[src/bsp_pkg.sv]
// Shared constants and types for the battery switchover power control block
package bsp_pkg;

  // Special function register addresses
  localparam logic [7:0] ADDR_POWER_CONTROL = 8'hc5;
  localparam logic [7:0] ADDR_SCRATCH_THREE = 8'hfd;
  localparam logic [7:0] ADDR_SCRATCH_FOUR  = 8'hfe;
  localparam logic [7:0] ADDR_WRITE_KEY     = 8'hc1;
  localparam logic [7:0] ADDR_SWITCH_CFG    = 8'hf5;
  localparam logic [7:0] ADDR_PERIPHERAL_CONFIG_REGISTER_CFG    = 8'hf4;
  localparam logic [7:0] ADDR_INT_PIN_CFG   = 8'hff;
  localparam logic [7:0] ADDR_IE_PRIO_TWO   = 8'ha9;
  localparam logic [7:0] ADDR_EVENT_ENABLE  = 8'hec;
  localparam logic [7:0] ADDR_EVENT_FLAG    = 8'hf8;

  localparam logic [7:0] WRITE_KEY_VALUE    = 8'ha7;

  // Power control layout
  localparam int         PC_SHUTDOWN_BIT    = 4;
  localparam int         PC_DIV_W           = 3;
  localparam logic [2:0] PC_DIV_RESET       = 3'h2;

  // Switchover select field, bits 1:0
  localparam int         SEL_DISABLE_BIT    = 1;
  localparam logic [1:0] SEL_RESET          = 2'h0;
  localparam logic [1:0] SEL_MAIN_OR_DCIN   = 2'h1;

  localparam int         PERIPHERAL_CONFIG_REGISTER_SOURCE_BIT  = 6;
  localparam int         PERIPHERAL_CONFIG_REGISTER_VDD_OK_BIT  = 5;

  // External interrupt 1 field, bits 4:2
  localparam int         INT1_LSB           = 2;
  localparam logic [2:0] INT1_BATTERY_CONTROL_PIN_MASK    = 3'h3;
  localparam logic [2:0] INT1_BATTERY_CONTROL_PIN_VALUE   = 3'h1;

  localparam int         IE2_SUPPLY_IRQ_BIT = 1;

  // Event flag positions, matching the event enable layout
  localparam int         EVT_SUPERVISORY_INPUT          = 0;
  localparam int         EVT_SWITCH         = 1;
  localparam int         EVT_RESTORE        = 7;

  // Recovery qualification time
  localparam int         CLK_PERIOD_NS      = 10;
  localparam int         RECOVER_TIME_US    = 100;
  localparam int         RECOVER_CYCLES     = RECOVER_TIME_US * 1000 / CLK_PERIOD_NS;

  typedef struct packed {
    logic       wr;
    logic [7:0] addr;
    logic [7:0] wdata;
  } bsp_sfr_req_t;

  typedef struct packed {
    logic vdd_low;
    logic dcin_low;
    logic battery_control_pin;
  } bsp_supply_t;

  typedef enum logic [0:0] {
    BSP_ON_MAIN    = 1'b0,
    BSP_ON_BATTERY = 1'b1
  } bsp_src_t;

endpackage

[src/bsp_power_ctl.sv]
// Supply source switchover, key-protected power control and supply event flags
// What this block does
// - Two scratch bytes reset to zero, read/write, kept across power saving modes.
// - Power control bit 4 shuts the core down, only in battery mode.
// - Divider bits 2:0 give core clock 4.096 MHz over 2^n, reset 010.
// - Power control write accepted only right after key 0xA7 write.
// - Switchover on after reset; select bit 1 disables it, main always.
// - Peripheral config bit 6 reads one on main, zero on battery.
// - Switching never stalls code; metering converters off on battery.
// - Low supervisory input switches to battery when enabled; off by default.
// - Low main supply switches to battery while select bit 1 clear.
// - Interrupt field 0bx01 lets a battery pin rising edge force battery.
// - Return to main only when every enabled trigger is false.
// - Each enabled supervised level must stay good for qualifying time.
// - With pin enabled, return needs pin low plus level recovery.
// - Supply monitor interrupt off after reset; enabled by its enable bit.
// - Event enable register selects which events raise the shared interrupt.
// - Event flags latch until software writes zero to them in the flag register.
// - Select 00 main only, 01 main or supervisory, 1x disabled.
`timescale 1ns/1ps
`default_nettype none
module bsp_power_ctl #(
  parameter int RECOVER_CYCLES = bsp_pkg::RECOVER_CYCLES
) (
  input  wire logic                  clk_i,
  input  wire logic                  nrst_i,
  input  wire bsp_pkg::bsp_sfr_req_t sfr_req_i,
  output logic [7:0]                 sfr_rdata_o,
  input  wire bsp_pkg::bsp_supply_t  supply_i,
  output logic                       battery_select_o,
  output logic [2:0]                 core_clock_div_o,
  output logic                       core_shutdown_o,
  output logic                       metering_enable_o,
  output logic                       supply_irq_o
);

  initial begin
    if (RECOVER_CYCLES < 1) $error("bsp_power_ctl: RECOVER_CYCLES must be at least 1");
  end

  logic [7:0]          scratch_three_r;
  logic [7:0]          scratch_four_r;
  logic [2:0]          div_r;
  logic                core_off_r;
  logic                key_armed_r;
  logic [1:0]          sel_r;
  logic [2:0]          int1_r;
  logic [7:0]          ie2_r;
  logic [7:0]          evt_en_r;
  logic [7:0]          flags_r;
  logic [7:0]          flags_nxt;
  logic [7:0]          evt;
  logic [7:0]          rd_mux;
  bsp_pkg::bsp_src_t   src_r;
  bsp_pkg::bsp_src_t   src_nxt;
  bsp_pkg::bsp_supply_t sup_s;
  logic                battery_control_pin_d_r;
  logic                vdd_good_q;
  logic                dcin_good_q;
  logic                wr;
  logic                pc_wr_ok;
  logic                disabled;
  logic                dcin_en;
  logic                battery_control_pin_en;
  logic                battery_control_pin_rise;
  logic                go_batt;
  logic                may_return;
  logic                on_batt;

  assign wr       = sfr_req_i.wr;
  assign on_batt  = (src_r == bsp_pkg::BSP_ON_BATTERY);
  assign pc_wr_ok = wr && key_armed_r && (sfr_req_i.addr == bsp_pkg::ADDR_POWER_CONTROL);

  // Comparator outputs and the pin are asynchronous to the core clock
  bsp_sync #(
    .W ($bits(bsp_pkg::bsp_supply_t))
  ) u_sync (
    .clk_i   (clk_i),
    .nrst_i  (nrst_i),
    .async_i (supply_i),
    .sync_o  (sup_s)
  );

  bsp_qual #(
    .CYCLES (RECOVER_CYCLES)
  ) u_vdd_qual (
    .clk_i       (clk_i),
    .nrst_i      (nrst_i),
    .ok_i        (!sup_s.vdd_low),
    .qualified_o (vdd_good_q)
  );

  bsp_qual #(
    .CYCLES (RECOVER_CYCLES)
  ) u_dcin_qual (
    .clk_i       (clk_i),
    .nrst_i      (nrst_i),
    .ok_i        (!sup_s.dcin_low),
    .qualified_o (dcin_good_q)
  );

  // Scratch bytes have no power-mode reset of their own
  always_ff @(posedge clk_i) begin
    if (!nrst_i) begin
      scratch_three_r <= '0;
      scratch_four_r  <= '0;
    end else if (wr) begin
      if (sfr_req_i.addr == bsp_pkg::ADDR_SCRATCH_THREE) scratch_three_r <= sfr_req_i.wdata;
      if (sfr_req_i.addr == bsp_pkg::ADDR_SCRATCH_FOUR) scratch_four_r <= sfr_req_i.wdata;
    end
  end

  // Key is armed by one write and spent by the next, whatever it targets
  always_ff @(posedge clk_i) begin
    if (!nrst_i) begin
      key_armed_r <= 1'b0;
    end else if (wr) begin
      key_armed_r <= (sfr_req_i.addr == bsp_pkg::ADDR_WRITE_KEY) &&
                     (sfr_req_i.wdata == bsp_pkg::WRITE_KEY_VALUE);
    end
  end

  always_ff @(posedge clk_i) begin
    if (!nrst_i) begin
      div_r <= bsp_pkg::PC_DIV_RESET;
    end else if (pc_wr_ok) begin
      div_r <= sfr_req_i.wdata[bsp_pkg::PC_DIV_W-1:0];
    end
  end

  // Shutdown only holds while on battery; return to main wakes the core
  always_ff @(posedge clk_i) begin
    if (!nrst_i) begin
      core_off_r <= 1'b0;
    end else if (!on_batt) begin
      core_off_r <= 1'b0;
    end else if (pc_wr_ok) begin
      core_off_r <= sfr_req_i.wdata[bsp_pkg::PC_SHUTDOWN_BIT];
    end
  end

  always_ff @(posedge clk_i) begin
    if (!nrst_i) begin
      sel_r    <= bsp_pkg::SEL_RESET;
      int1_r   <= '0;
      ie2_r    <= '0;
      evt_en_r <= '0;
    end else if (wr) begin
      if (sfr_req_i.addr == bsp_pkg::ADDR_SWITCH_CFG) sel_r <= sfr_req_i.wdata[$bits(sel_r)-1:0];
      if (sfr_req_i.addr == bsp_pkg::ADDR_INT_PIN_CFG)
        int1_r <= sfr_req_i.wdata[bsp_pkg::INT1_LSB +: $bits(int1_r)];
      if (sfr_req_i.addr == bsp_pkg::ADDR_IE_PRIO_TWO) ie2_r <= sfr_req_i.wdata;
      if (sfr_req_i.addr == bsp_pkg::ADDR_EVENT_ENABLE) evt_en_r <= sfr_req_i.wdata;
    end
  end

  // Trigger decode
  assign disabled   = sel_r[bsp_pkg::SEL_DISABLE_BIT];
  assign dcin_en    = (sel_r == bsp_pkg::SEL_MAIN_OR_DCIN);
  assign battery_control_pin_en   = ((int1_r & bsp_pkg::INT1_BATTERY_CONTROL_PIN_MASK) == bsp_pkg::INT1_BATTERY_CONTROL_PIN_VALUE);
  assign battery_control_pin_rise = sup_s.battery_control_pin && !battery_control_pin_d_r;

  assign go_batt = !disabled &&
                   (sup_s.vdd_low ||
                    (dcin_en && sup_s.dcin_low) ||
                    (battery_control_pin_en && battery_control_pin_rise));

  assign may_return = vdd_good_q &&
                      (!dcin_en || dcin_good_q) &&
                      (!battery_control_pin_en || !sup_s.battery_control_pin);

  always_ff @(posedge clk_i) begin
    if (!nrst_i) begin
      battery_control_pin_d_r <= 1'b0;
    end else begin
      battery_control_pin_d_r <= sup_s.battery_control_pin;
    end
  end

  always_comb begin
    src_nxt = src_r;
    unique case (src_r)
      bsp_pkg::BSP_ON_MAIN: begin
        if (go_batt) src_nxt = bsp_pkg::BSP_ON_BATTERY;
      end
      bsp_pkg::BSP_ON_BATTERY: begin
        if (disabled || may_return) src_nxt = bsp_pkg::BSP_ON_MAIN;
      end
    endcase
  end

  // Registered select so the supply switch sees one clean edge per change
  always_ff @(posedge clk_i) begin
    if (!nrst_i) begin
      src_r <= bsp_pkg::BSP_ON_MAIN;
    end else begin
      src_r <= src_nxt;
    end
  end

  // Events; a set in the same cycle as a clear wins
  always_comb begin
    evt                       = '0;
    evt[bsp_pkg::EVT_SUPERVISORY_INPUT]   = sup_s.dcin_low;
    evt[bsp_pkg::EVT_SWITCH]  = !on_batt && (src_nxt == bsp_pkg::BSP_ON_BATTERY);
    evt[bsp_pkg::EVT_RESTORE] = on_batt && (src_nxt == bsp_pkg::BSP_ON_MAIN);
    flags_nxt                 = flags_r;
    if (wr && (sfr_req_i.addr == bsp_pkg::ADDR_EVENT_FLAG)) flags_nxt = flags_r & sfr_req_i.wdata;
    flags_nxt = flags_nxt | evt;
  end

  always_ff @(posedge clk_i) begin
    if (!nrst_i) begin
      flags_r <= '0;
    end else begin
      flags_r <= flags_nxt;
    end
  end

  always_ff @(posedge clk_i) begin
    if (!nrst_i) begin
      supply_irq_o <= 1'b0;
    end else begin
      supply_irq_o <= ie2_r[bsp_pkg::IE2_SUPPLY_IRQ_BIT] && |(flags_r & evt_en_r);
    end
  end

  always_comb begin
    rd_mux = '0;
    unique case (sfr_req_i.addr)
      bsp_pkg::ADDR_SCRATCH_THREE: rd_mux = scratch_three_r;
      bsp_pkg::ADDR_SCRATCH_FOUR:  rd_mux = scratch_four_r;
      bsp_pkg::ADDR_POWER_CONTROL: begin
        rd_mux[bsp_pkg::PC_DIV_W-1:0]    = div_r;
        rd_mux[bsp_pkg::PC_SHUTDOWN_BIT] = core_off_r;
      end
      bsp_pkg::ADDR_SWITCH_CFG:    rd_mux[$bits(sel_r)-1:0] = sel_r;
      bsp_pkg::ADDR_PERIPHERAL_CONFIG_REGISTER_CFG: begin
        rd_mux[bsp_pkg::PERIPHERAL_CONFIG_REGISTER_SOURCE_BIT] = !on_batt;
        rd_mux[bsp_pkg::PERIPHERAL_CONFIG_REGISTER_VDD_OK_BIT] = !sup_s.vdd_low;
      end
      bsp_pkg::ADDR_INT_PIN_CFG:   rd_mux[bsp_pkg::INT1_LSB +: $bits(int1_r)] = int1_r;
      bsp_pkg::ADDR_IE_PRIO_TWO:   rd_mux = ie2_r;
      bsp_pkg::ADDR_EVENT_ENABLE:  rd_mux = evt_en_r;
      bsp_pkg::ADDR_EVENT_FLAG:    rd_mux = flags_r;
      default:                     rd_mux = '0;
    endcase
  end

  always_ff @(posedge clk_i) begin
    if (!nrst_i) begin
      sfr_rdata_o <= '0;
    end else begin
      sfr_rdata_o <= rd_mux;
    end
  end

  // Select changes never gate the core clock, so execution carries on
  assign battery_select_o  = on_batt;
  assign metering_enable_o = !on_batt;
  assign core_clock_div_o  = div_r;
  assign core_shutdown_o   = core_off_r && on_batt;

  chk_key_gate: assert property (@(posedge clk_i) disable iff (!nrst_i)
    (wr && !key_armed_r && sfr_req_i.addr == bsp_pkg::ADDR_POWER_CONTROL) |=> $stable(core_clock_div_o))
    else $error("power control changed without key");

  chk_key_accept: assert property (@(posedge clk_i) disable iff (!nrst_i)
    (wr && key_armed_r && sfr_req_i.addr == bsp_pkg::ADDR_POWER_CONTROL)
      |=> core_clock_div_o == $past(sfr_req_i.wdata[bsp_pkg::PC_DIV_W-1:0]))
    else $error("keyed divider write not taken");

  chk_key_spent: assert property (@(posedge clk_i) disable iff (!nrst_i)
    (wr && sfr_req_i.addr != bsp_pkg::ADDR_WRITE_KEY) |=> !key_armed_r)
    else $error("key survived another write");

  chk_scratch_keep: assert property (@(posedge clk_i) disable iff (!nrst_i)
    (wr && sfr_req_i.addr == bsp_pkg::ADDR_SCRATCH_THREE) ##1
      (!wr || sfr_req_i.addr != bsp_pkg::ADDR_SCRATCH_THREE)[*2]
      |-> scratch_three_r == $past(sfr_req_i.wdata, 2))
    else $error("scratch byte lost");

  chk_shutdown_main: assert property (@(posedge clk_i) disable iff (!nrst_i)
    !battery_select_o |-> !core_shutdown_o)
    else $error("core shut down on main supply");

  chk_disable_main: assert property (@(posedge clk_i) disable iff (!nrst_i)
    disabled |=> !battery_select_o)
    else $error("battery used while switchover disabled");

  chk_vdd_switch: assert property (@(posedge clk_i) disable iff (!nrst_i)
    (!disabled && sup_s.vdd_low) |=> battery_select_o && !metering_enable_o)
    else $error("low main supply did not switch");

  chk_battery_control_pin_switch: assert property (@(posedge clk_i) disable iff (!nrst_i)
    (!disabled && battery_control_pin_en && $rose(sup_s.battery_control_pin)) |=> battery_select_o)
    else $error("battery pin edge ignored");

  chk_return_qual: assert property (@(posedge clk_i) disable iff (!nrst_i)
    (battery_select_o ##1 !battery_select_o) |-> ($past(disabled) || $past(vdd_good_q)))
    else $error("returned to main before recovery");

  chk_source_read: assert property (@(posedge clk_i) disable iff (!nrst_i)
    (sfr_req_i.addr == bsp_pkg::ADDR_PERIPHERAL_CONFIG_REGISTER_CFG)
      |=> sfr_rdata_o[bsp_pkg::PERIPHERAL_CONFIG_REGISTER_SOURCE_BIT] == !$past(battery_select_o))
    else $error("source bit wrong");

  chk_switch_flag: assert property (@(posedge clk_i) disable iff (!nrst_i)
    $rose(battery_select_o) |-> flags_r[bsp_pkg::EVT_SWITCH])
    else $error("switch flag not latched");

  chk_irq_gate: assert property (@(posedge clk_i) disable iff (!nrst_i)
    !$past(ie2_r[bsp_pkg::IE2_SUPPLY_IRQ_BIT]) |-> !supply_irq_o)
    else $error("interrupt raised while disabled");

  chk_dcin_switch: assert property (@(posedge clk_i) disable iff (!nrst_i)
    (dcin_en && sup_s.dcin_low) |=> battery_select_o)
    else $error("low supervisory input did not switch");

  chk_pin_hold: assert property (@(posedge clk_i) disable iff (!nrst_i)
    (battery_select_o && !disabled && battery_control_pin_en && sup_s.battery_control_pin) |=> battery_select_o)
    else $error("returned to main while battery pin high");

  chk_vdd_hold: assert property (@(posedge clk_i) disable iff (!nrst_i)
    (battery_select_o && !disabled && !vdd_good_q) |=> battery_select_o)
    else $error("returned to main before main supply qualified");

  chk_no_spurious: assert property (@(posedge clk_i) disable iff (!nrst_i)
    (!battery_select_o && !go_batt) |=> !battery_select_o)
    else $error("switched to battery with no trigger");

  chk_switch_keep: assert property (@(posedge clk_i) disable iff (!nrst_i)
    (flags_r[bsp_pkg::EVT_SWITCH] && !(wr && sfr_req_i.addr == bsp_pkg::ADDR_EVENT_FLAG))
      |=> flags_r[bsp_pkg::EVT_SWITCH])
    else $error("switch flag lost without clear");

  chk_restore_flag: assert property (@(posedge clk_i) disable iff (!nrst_i)
    $fell(battery_select_o) |-> flags_r[bsp_pkg::EVT_RESTORE])
    else $error("restore flag not latched");

endmodule
`default_nettype wire

[src/bsp_qual.sv]
// Level qualifier: output rises once the input has held high for CYCLES clocks
`timescale 1ns/1ps
`default_nettype none
module bsp_qual #(
  parameter int CYCLES = 10000
) (
  input  wire logic clk_i,
  input  wire logic nrst_i,
  input  wire logic ok_i,
  output logic      qualified_o
);

  localparam int CW = $clog2(CYCLES + 1);
  localparam logic [CW-1:0] LAST = CW'(CYCLES);

  logic [CW-1:0] cnt_r;

  initial begin
    if (CYCLES < 1) $error("bsp_qual: CYCLES must be at least 1");
  end

  // Any dip restarts the wait, so a bouncing level never qualifies
  always_ff @(posedge clk_i) begin
    if (!nrst_i) begin
      cnt_r <= '0;
    end else if (!ok_i) begin
      cnt_r <= '0;
    end else if (cnt_r != LAST) begin
      cnt_r <= cnt_r + CW'(1);
    end
  end

  assign qualified_o = ok_i && (cnt_r == LAST);

endmodule
`default_nettype wire

[src/bsp_sync.sv]
// Two-stage synchroniser for asynchronous comparator and pin levels
`timescale 1ns/1ps
`default_nettype none
module bsp_sync #(
  parameter int W = 3
) (
  input  wire logic         clk_i,
  input  wire logic         nrst_i,
  input  wire logic [W-1:0] async_i,
  output logic      [W-1:0] sync_o
);

  logic [W-1:0] meta_r;

  initial begin
    if (W < 1) $error("bsp_sync: W must be at least 1");
  end

  always_ff @(posedge clk_i) begin
    if (!nrst_i) begin
      meta_r <= '0;
      sync_o <= '0;
    end else begin
      meta_r <= async_i;
      sync_o <= meta_r;
    end
  end

endmodule
`default_nettype wire
[config.mk]
export PLATFORM = sky130hd
export DESIGN_NAME = bsp_power_ctl
export DESIGN_NICKNAME = d
export VERILOG_FILES = /design/src/bsp_pkg.sv /design/src/bsp_power_ctl.sv /design/src/bsp_qual.sv /design/src/bsp_sync.sv
export SDC_FILE = /design/constraint.sdc
export NUM_CORES = 1
export LEC_CHECK = 0
export BUFFER_PORTS_ARGS = -buffer_cell sky130_fd_sc_hd__buf_2
export CELL_PAD_IN_SITES_DETAIL_PLACEMENT = 1
export CELL_PAD_IN_SITES_GLOBAL_PLACEMENT = 1
export CORE_MARGIN = 5
export CORE_UTILIZATION = 49
export CTS_CLUSTER_DIAMETER = 150
export DETAILED_ROUTE_END_ITERATION = 10
export GPL_TIMING_DRIVEN = 1
export PLACE_DENSITY = 0.91
export SLEW_MARGIN = 20
export SYNTH_ARGS = -nofsm -noshare
export SYNTH_HDL_FRONTEND = slang
export SYNTH_SLANG_ARGS = --single-unit
[constraint.sdc]
create_clock -name clk_i -period 3.2 [get_ports clk_i]
set_input_delay 0.64 -clock clk_i [delete_from_list [all_inputs] [get_ports clk_i]]
set_output_delay 0.64 -clock clk_i [all_outputs]
set_load 0.02 [all_outputs]
==> flow_summary.ini, run 1 <==
[outcome]
status = completed

[placed_design]
port_buffers = 36
gp_congestion = 0.862
dp_hpwl_um = 8680
place_ws_ns = 0.792
dp.cells = 581

[route]
finalWirelength_um = 12000
first_pass_iters = 4
viasPerCell = 5.94
drc = 0
drt.antenna.violating_nets = 0
vias = 3544
routedWlPerCell_um = 20.1
drt-initial-drc-count = 208

[synthesis]
synth_area_leaders = dfxtp_1 (45%), mux2i_1 (7.4%), nor2_1 (6.1%), nand2_1 (3.4%), a21oi_1 (3.0%)
synth_top_area_share_pct = 45.3
syn-cell-area_mm2 = 0.00419
ys_ff_latch = 95
ys_types = 52
synthCells = 459
synth_nets = 485
yosys_warnings = 0
synth_area_leader_cell = dfxtp_1
ys_async_sr_fraction_pct = 0
synthFlopType = dfxtp_1
synth_edf_count = 0
seq_area_frac_synth_pct = 45.3
synth_area_per_cell_um2 = 9.14

[power_and_ir_drop]
p_sw_share_pct = 26.6
combPwrFrac_pct = 6.1
pwr-share-clk_pct = 35.9
internal_power_mw = 1.53
irDropWorstVdd_mv = 0.253
power_mw = 2.08
p_switching_mw = 0.553
p_leak_nw = 1.84
p_seq_share_pct = 58.0
powerDensity_mw_per_mm2 = 449

[worst_setup_path]
cp-end-kind = flop
crit_chain = buf_2, and4_4, nand3_1, nor2b_1, a22oi_1, a31oi_1
crit_type = input port to flop
crit_path_end = sfr_rdata_o[6]$_SDFF_PN0_
max_stage_delay_ns = 0.63
r2r-end = flags_r[7]$_SDFF_PN0_
reg2reg_setup_slack_ns = 1.30
critPathSlowestCell = nor2b_1
cp_data_required_time_ns = 3.50
r2r_cells = 4
startpoint = sfr_req_i[12]
cp.arrival_ns = 2.33
path_max_fanout = 10
worstSetupStartpointType = input port
rr_startpoint = u_dcin_qual.cnt_r[3]$_SDFFE_PP0P_

[global_route]
grt_pass1_vias = 3821
grt_usage_pct = 24.3
grt_pass1_wl_um = 19600
grt_antenna_before_repair = 0
overflow = 0
grt_max_degree = 40

[floorplanning]
chipHeight_um = 103
initial_utilization_pct = 50.8
rows = 33
coreArea_mm2 = 0.00826
die_area_mm2 = 0.0105
num_io_pins = 37
die_x_um = 103

[cells_and_area]
drive_gt1_share_pct = 14.4
seqCellArea_mm2 = 0.00190
layout_common_cells = dfxtp_1 (95), nor2_1 (68), nand2_1 (38)
layout_commonest_cell = dfxtp_1
nets = 513
instances_no_fill = 597
multi_input_area_mm2 = 0.00217
syn2layout_area_growth_pct = 10.3
nFillCells = 995
antenna_cells = 0

[timing]
setup_viol_count_final = 0
fin_crit_ns = 2.02
hold_violations = 0
finalCritPeriodShare_pct = 63.2
postLayoutSetupSlackWorst_ns = 1.18
relSlewSlack_pct = 49.2
fin_tns_setup_ns = 0
rsz0062_at_grt = no
final_max_slew_viol_count = 0
fin_skew_ns = 0.00887
whs_ns = 0.460
max_freq_mhz = 494
worst_pin_slew_ns = 0.760

[clock_tree]
clock_path_buffers = 2
cts_root_buffer = clkbuf_8
h-tree-depth = 3
clock-sinks = 95
cts_tree = yes
cts.clk_slew.worst_paths_ns = 0.09
cts-buffers-inserted = 9
clkLatencyLatePin_ns = 0.37
post_cts_buffers = 0
postCtsHoldBufs = 0
cts-resized-gates = 0

[flow_run]
timing.max_cap.violations = 0

[hold_path]
hp-class = flop to flop
## state kept, by name, summed over array words and instances (netlist names), 2 cells and up
| register | count |
|---|---|
| scratch_three_r | 8 |
| scratch_four_r | 8 |
| evt_en_r | 8 |
| u_vdd_qual.cnt_r | 14 |
| core_clock_div_o | 3 |
| flags_r | 8 |
| u_sync.meta_r | 3 |
| sel_r | 2 |
| ie2_r | 8 |
| u_dcin_qual.cnt_r | 14 |
| int1_r | 3 |
| sfr_rdata_o | 8 |
| u_sync.sync_o | 3 |
## critical path, delay by kind of cell
family,cells,cell delay [ns]
AOI/OAI and AO/OA,2,0.41
buffers and inverters,1,0.21
and+or+nand+nor,3,1.06
## synthesized netlist by cell type (5+ instances only)
library cell / instances
and2_1: 10
nor3_1: 6
clkbuf_1: 14
nand2_1: 38
nor2_1: 68
mux2i_1: 31
nand2b_1: 7
o211a_1: 5
xnor2_1: 10
inv_1: 9
dfxtp_1: 95
nand4b_1: 5
a22oi_1: 12
a21oi_1: 25
buf_2: 6
xor2_1: 12
nand3_1: 21
a31oi_1: 5
a22o_1: 5
nand4_1: 7
## worst min path at each step
stage                           startpoint                          end  slack, ns  cells past startpoint
6_report       u_sync.meta_r[2]$_SDFF_PN0_  u_sync.sync_o[2]$_SDFF_PN0_       0.46                      1
5_1_grt                        supply_i[1]  u_sync.meta_r[1]$_SDFF_PN0_       0.47                      2
4_1_cts                        supply_i[1]  u_sync.meta_r[1]$_SDFF_PN0_       0.46                      2
3_5_place_dp   u_sync.meta_r[2]$_SDFF_PN0_  u_sync.sync_o[2]$_SDFF_PN0_       0.45                      1
3_3_place_gp   u_sync.meta_r[1]$_SDFF_PN0_  u_sync.sync_o[1]$_SDFF_PN0_       0.41                      1
2_1_floorplan  u_sync.meta_r[0]$_SDFF_PN0_  u_sync.sync_o[0]$_SDFF_PN0_       0.41                      1
## power by group through the flow
stage	clock network (mW)	registers (mW)	logic, mW
floorplan	0	1.23	0.0744
CTS	0.753	1.21	0.127
global placement	0	1.23	0.118
finish	0.746	1.21	0.127
global route	0.814	1.21	0.137
detailed placement	0	1.23	0.124
## per-layer routing
layer  up-vias  GRT usage (%)  routed length [µm]
met2       106           41.6                6130
met5         -              0                   0
met1      1728           29.2                4850
met4         0           12.2                 438
met3        36           4.19                 570
li1       1674              -                   -
## metrics by stage
step	area, µm²	util, %
2_1_floorplan	4190	-
3_3_place_gp	4440	53.8
3_5_place_dp	4440	53.8
4_1_cts	4620	56.0
5_1_grt	4620	56.0
6_report	4620	56.0
## layout make-up
type	count	share of cell area (%)
Clock buffer	9	2.68
Timing Repair Buffer	38	4.49
Tap cell	105	2.84
Inverter	9	0.731
Multi-Input combinational cell	334	46.9
Clock inverter	7	1.24
Sequential cell	95	41.1
## cells by family (layout without fill, tap and decap cells)
group	count (synthesis)	in the layout	synth area share (%)
compound gates	73	73	12.3
xor+xnor	22	22	4.59
fa+ha+maj	4	4	1.19
buf+inv	30	63	2.95
flops	95	95	45.3
mux	34	34	8.20
simple gates	201	201	25.4
(Power assumes the default switching activity.)
==> run 2: changes to the inputs <==
--- a/config.mk
+++ b/config.mk
@@ -9,11 +9,11 @@
 export CELL_PAD_IN_SITES_DETAIL_PLACEMENT = 1
 export CELL_PAD_IN_SITES_GLOBAL_PLACEMENT = 1
 export CORE_MARGIN = 5
-export CORE_UTILIZATION = 49
+export CORE_UTILIZATION = 45
 export CTS_CLUSTER_DIAMETER = 150
 export DETAILED_ROUTE_END_ITERATION = 10
 export GPL_TIMING_DRIVEN = 1
-export PLACE_DENSITY = 0.91
+export PLACE_DENSITY = 0.85
 export SLEW_MARGIN = 20
 export SYNTH_ARGS = -nofsm -noshare
 export SYNTH_HDL_FRONTEND = slang
==> constraint.sdc (replaced) <==
create_clock -name clk_i -period 2.05 [get_ports clk_i]
set_input_delay 0.41 -clock clk_i [delete_from_list [all_inputs] [get_ports clk_i]]
set_output_delay 0.41 -clock clk_i [all_outputs]
set_load 0.02 [all_outputs]
==> run 2 against run 1 <==
Against the previous run:
- worst hold slack lost 0.22 ns
- sequential cell count is the same
- non-clock buffer count grew 14
- power grew 70%
- combinational power grew 56%
- sequential power grew 55%
- core utilization shrank 3.6 points
- clock skew grew 0.0024 ns
- sequential share of layout area shrank 1.4 points
- routed wire length shrank 1.7%
- largest power group unchanged
- highest routed layer unchanged
==> flow_summary.ini, run 2 (synthesized netlist as in run 1, its figures left out) <==
[outcome]
status = completed

[cells_and_area]
layout_common_cells = dfxtp_1 (95), nor2_1 (68), nand2_1 (38)
nets = 527
antenna_cells = 0
top_regs = u_dcin_qual.cnt_r (14), u_vdd_qual.cnt_r (14)
postLayoutCoreUtil_pct = 52.4
syn2layout_area_growth_pct = 14.3
layout_commonest_cell = dfxtp_1
drive_gt1_share_pct = 16.8

[timing]
relSlewSlack_pct = 61.6
max_freq_mhz = 616
worst_pin_slew_ns = 0.576
fin_tns_setup_ns = 0
fin_skew_ns = 0.0113
hold_violations = 0
setup_viol_count_final = 0
fin_crit_ns = 1.62
final_max_slew_viol_count = 0
rsz0062_at_grt = no
whs_ns = 0.244
finalCritPeriodShare_pct = 79.2
postLayoutSetupSlackWorst_ns = 0.426

[route]
drt.antenna.violating_nets = 0
first_pass_iters = 5
finalWirelength_um = 11800
routedWlPerCell_um = 19.1
vias = 3554
viasPerCell = 5.76
drt-initial-drc-count = 209
drc = 0

[power_and_ir_drop]
power_mw = 3.52
p_leak_nw = 1.94
powerDensity_mw_per_mm2 = 736
irDropWorstVdd_mv = 0.405

[clock_tree]
postCtsHoldBufs = 0
clock_path_buffers = 2
clock-sinks = 95
cts.clk_slew.worst_paths_ns = 0.10
post_cts_buffers = 0
cts-resized-gates = 0
cts-buffers-inserted = 9
clkLatencyLatePin_ns = 0.37
h-tree-depth = 3
cts_tree = yes
cts_root_buffer = clkbuf_8

[worst_setup_path]
cp_data_required_time_ns = 2.31
path_max_fanout = 4
cp-end-kind = flop
cp.arrival_ns = 1.88
crit_type = flop to flop
worstSetupStartpointType = flop

[placed_design]
gp_congestion = 0.870
dp_hpwl_um = 8370
port_buffers = 36
place_ws_ns = 0.113

[floorplanning]
initial_utilization_pct = 45.8
coreArea_mm2 = 0.00915
die_area_mm2 = 0.0114
rows = 35
die_x_um = 107
chipHeight_um = 107
num_io_pins = 37

[hold_path]
hp-class = input port to flop

[global_route]
grt_usage_pct = 21.6
grt_pass1_vias = 3882
overflow = 0
grt_antenna_before_repair = 0
grt_pass1_wl_um = 19500
grt_max_degree = 37

[flow_run]
timing.max_cap.violations = 0
run 2: path summary, 6_finish.rpt:
check | from | cells after the start | slack (ns) | to
setup / recovery | u_vdd_qual.cnt_r[0]$_SDFFE_PP0P_ | 6 | 0.43 | battery_select_o$_SDFF_PN0_
hold / removal | supply_i[0] | 2 | 0.24 | u_sync.meta_r[0]$_SDFF_PN0_
setup reg to reg | u_vdd_qual.cnt_r[0]$_SDFFE_PP0P_ | 6 | 0.43 | battery_select_o$_SDFF_PN0_
hold reg to reg | u_sync.meta_r[0]$_SDFF_PN0_ | 1 | 0.46 | u_sync.sync_o[0]$_SDFF_PN0_
run 2: worst max-delay path, cell delays in order (launching register included):
cell,delay [ns]
dfxtp_1,0.36
inv_1,0.07
ha_1,0.15
nor3b_1,0.21
nand4b_1,0.22
a211o_1,0.36
o2bb2ai_1,0.14
run 2: per-stage QoR:
step	cell area (µm²)	std cells
detailed placement	4560	601
CTS	4790	617
floorplan	4190	459
finish	4790	617
global placement	4560	601
global route	4790	617
run 2: area by class of cell:
| type | instances | area, µm² |
|---|---|---|
| Clock inverter | 7 | 113 |
| Sequential cell | 95 | 1900 |
| Fill cell | 1065 | 4360 |
| Tap cell | 111 | 139 |
| Inverter | 9 | 33.8 |
| Multi-Input combinational cell | 334 | 2170 |
| Clock buffer | 9 | 124 |
| Timing Repair Buffer | 52 | 313 |
run 2: layer usage:
metal | GRT usage [%] | vias to the layer above | routed length [µm]
li1 | - | 1693 | -
met1 | 26.4 | 1745 | 5090
met2 | 37.7 | 90 | 5770
met3 | 3.89 | 26 | 600
met4 | 8.40 | 0 | 319
met5 | 0 | - | 0
run 2: report_power, final:
| part | internal, mW | switching (mW) |
|---|---|---|
| clock network | 0.715 | 0.730 |
| registers | 1.86 | 0.0178 |
| logic | 0.0667 | 0.132 |
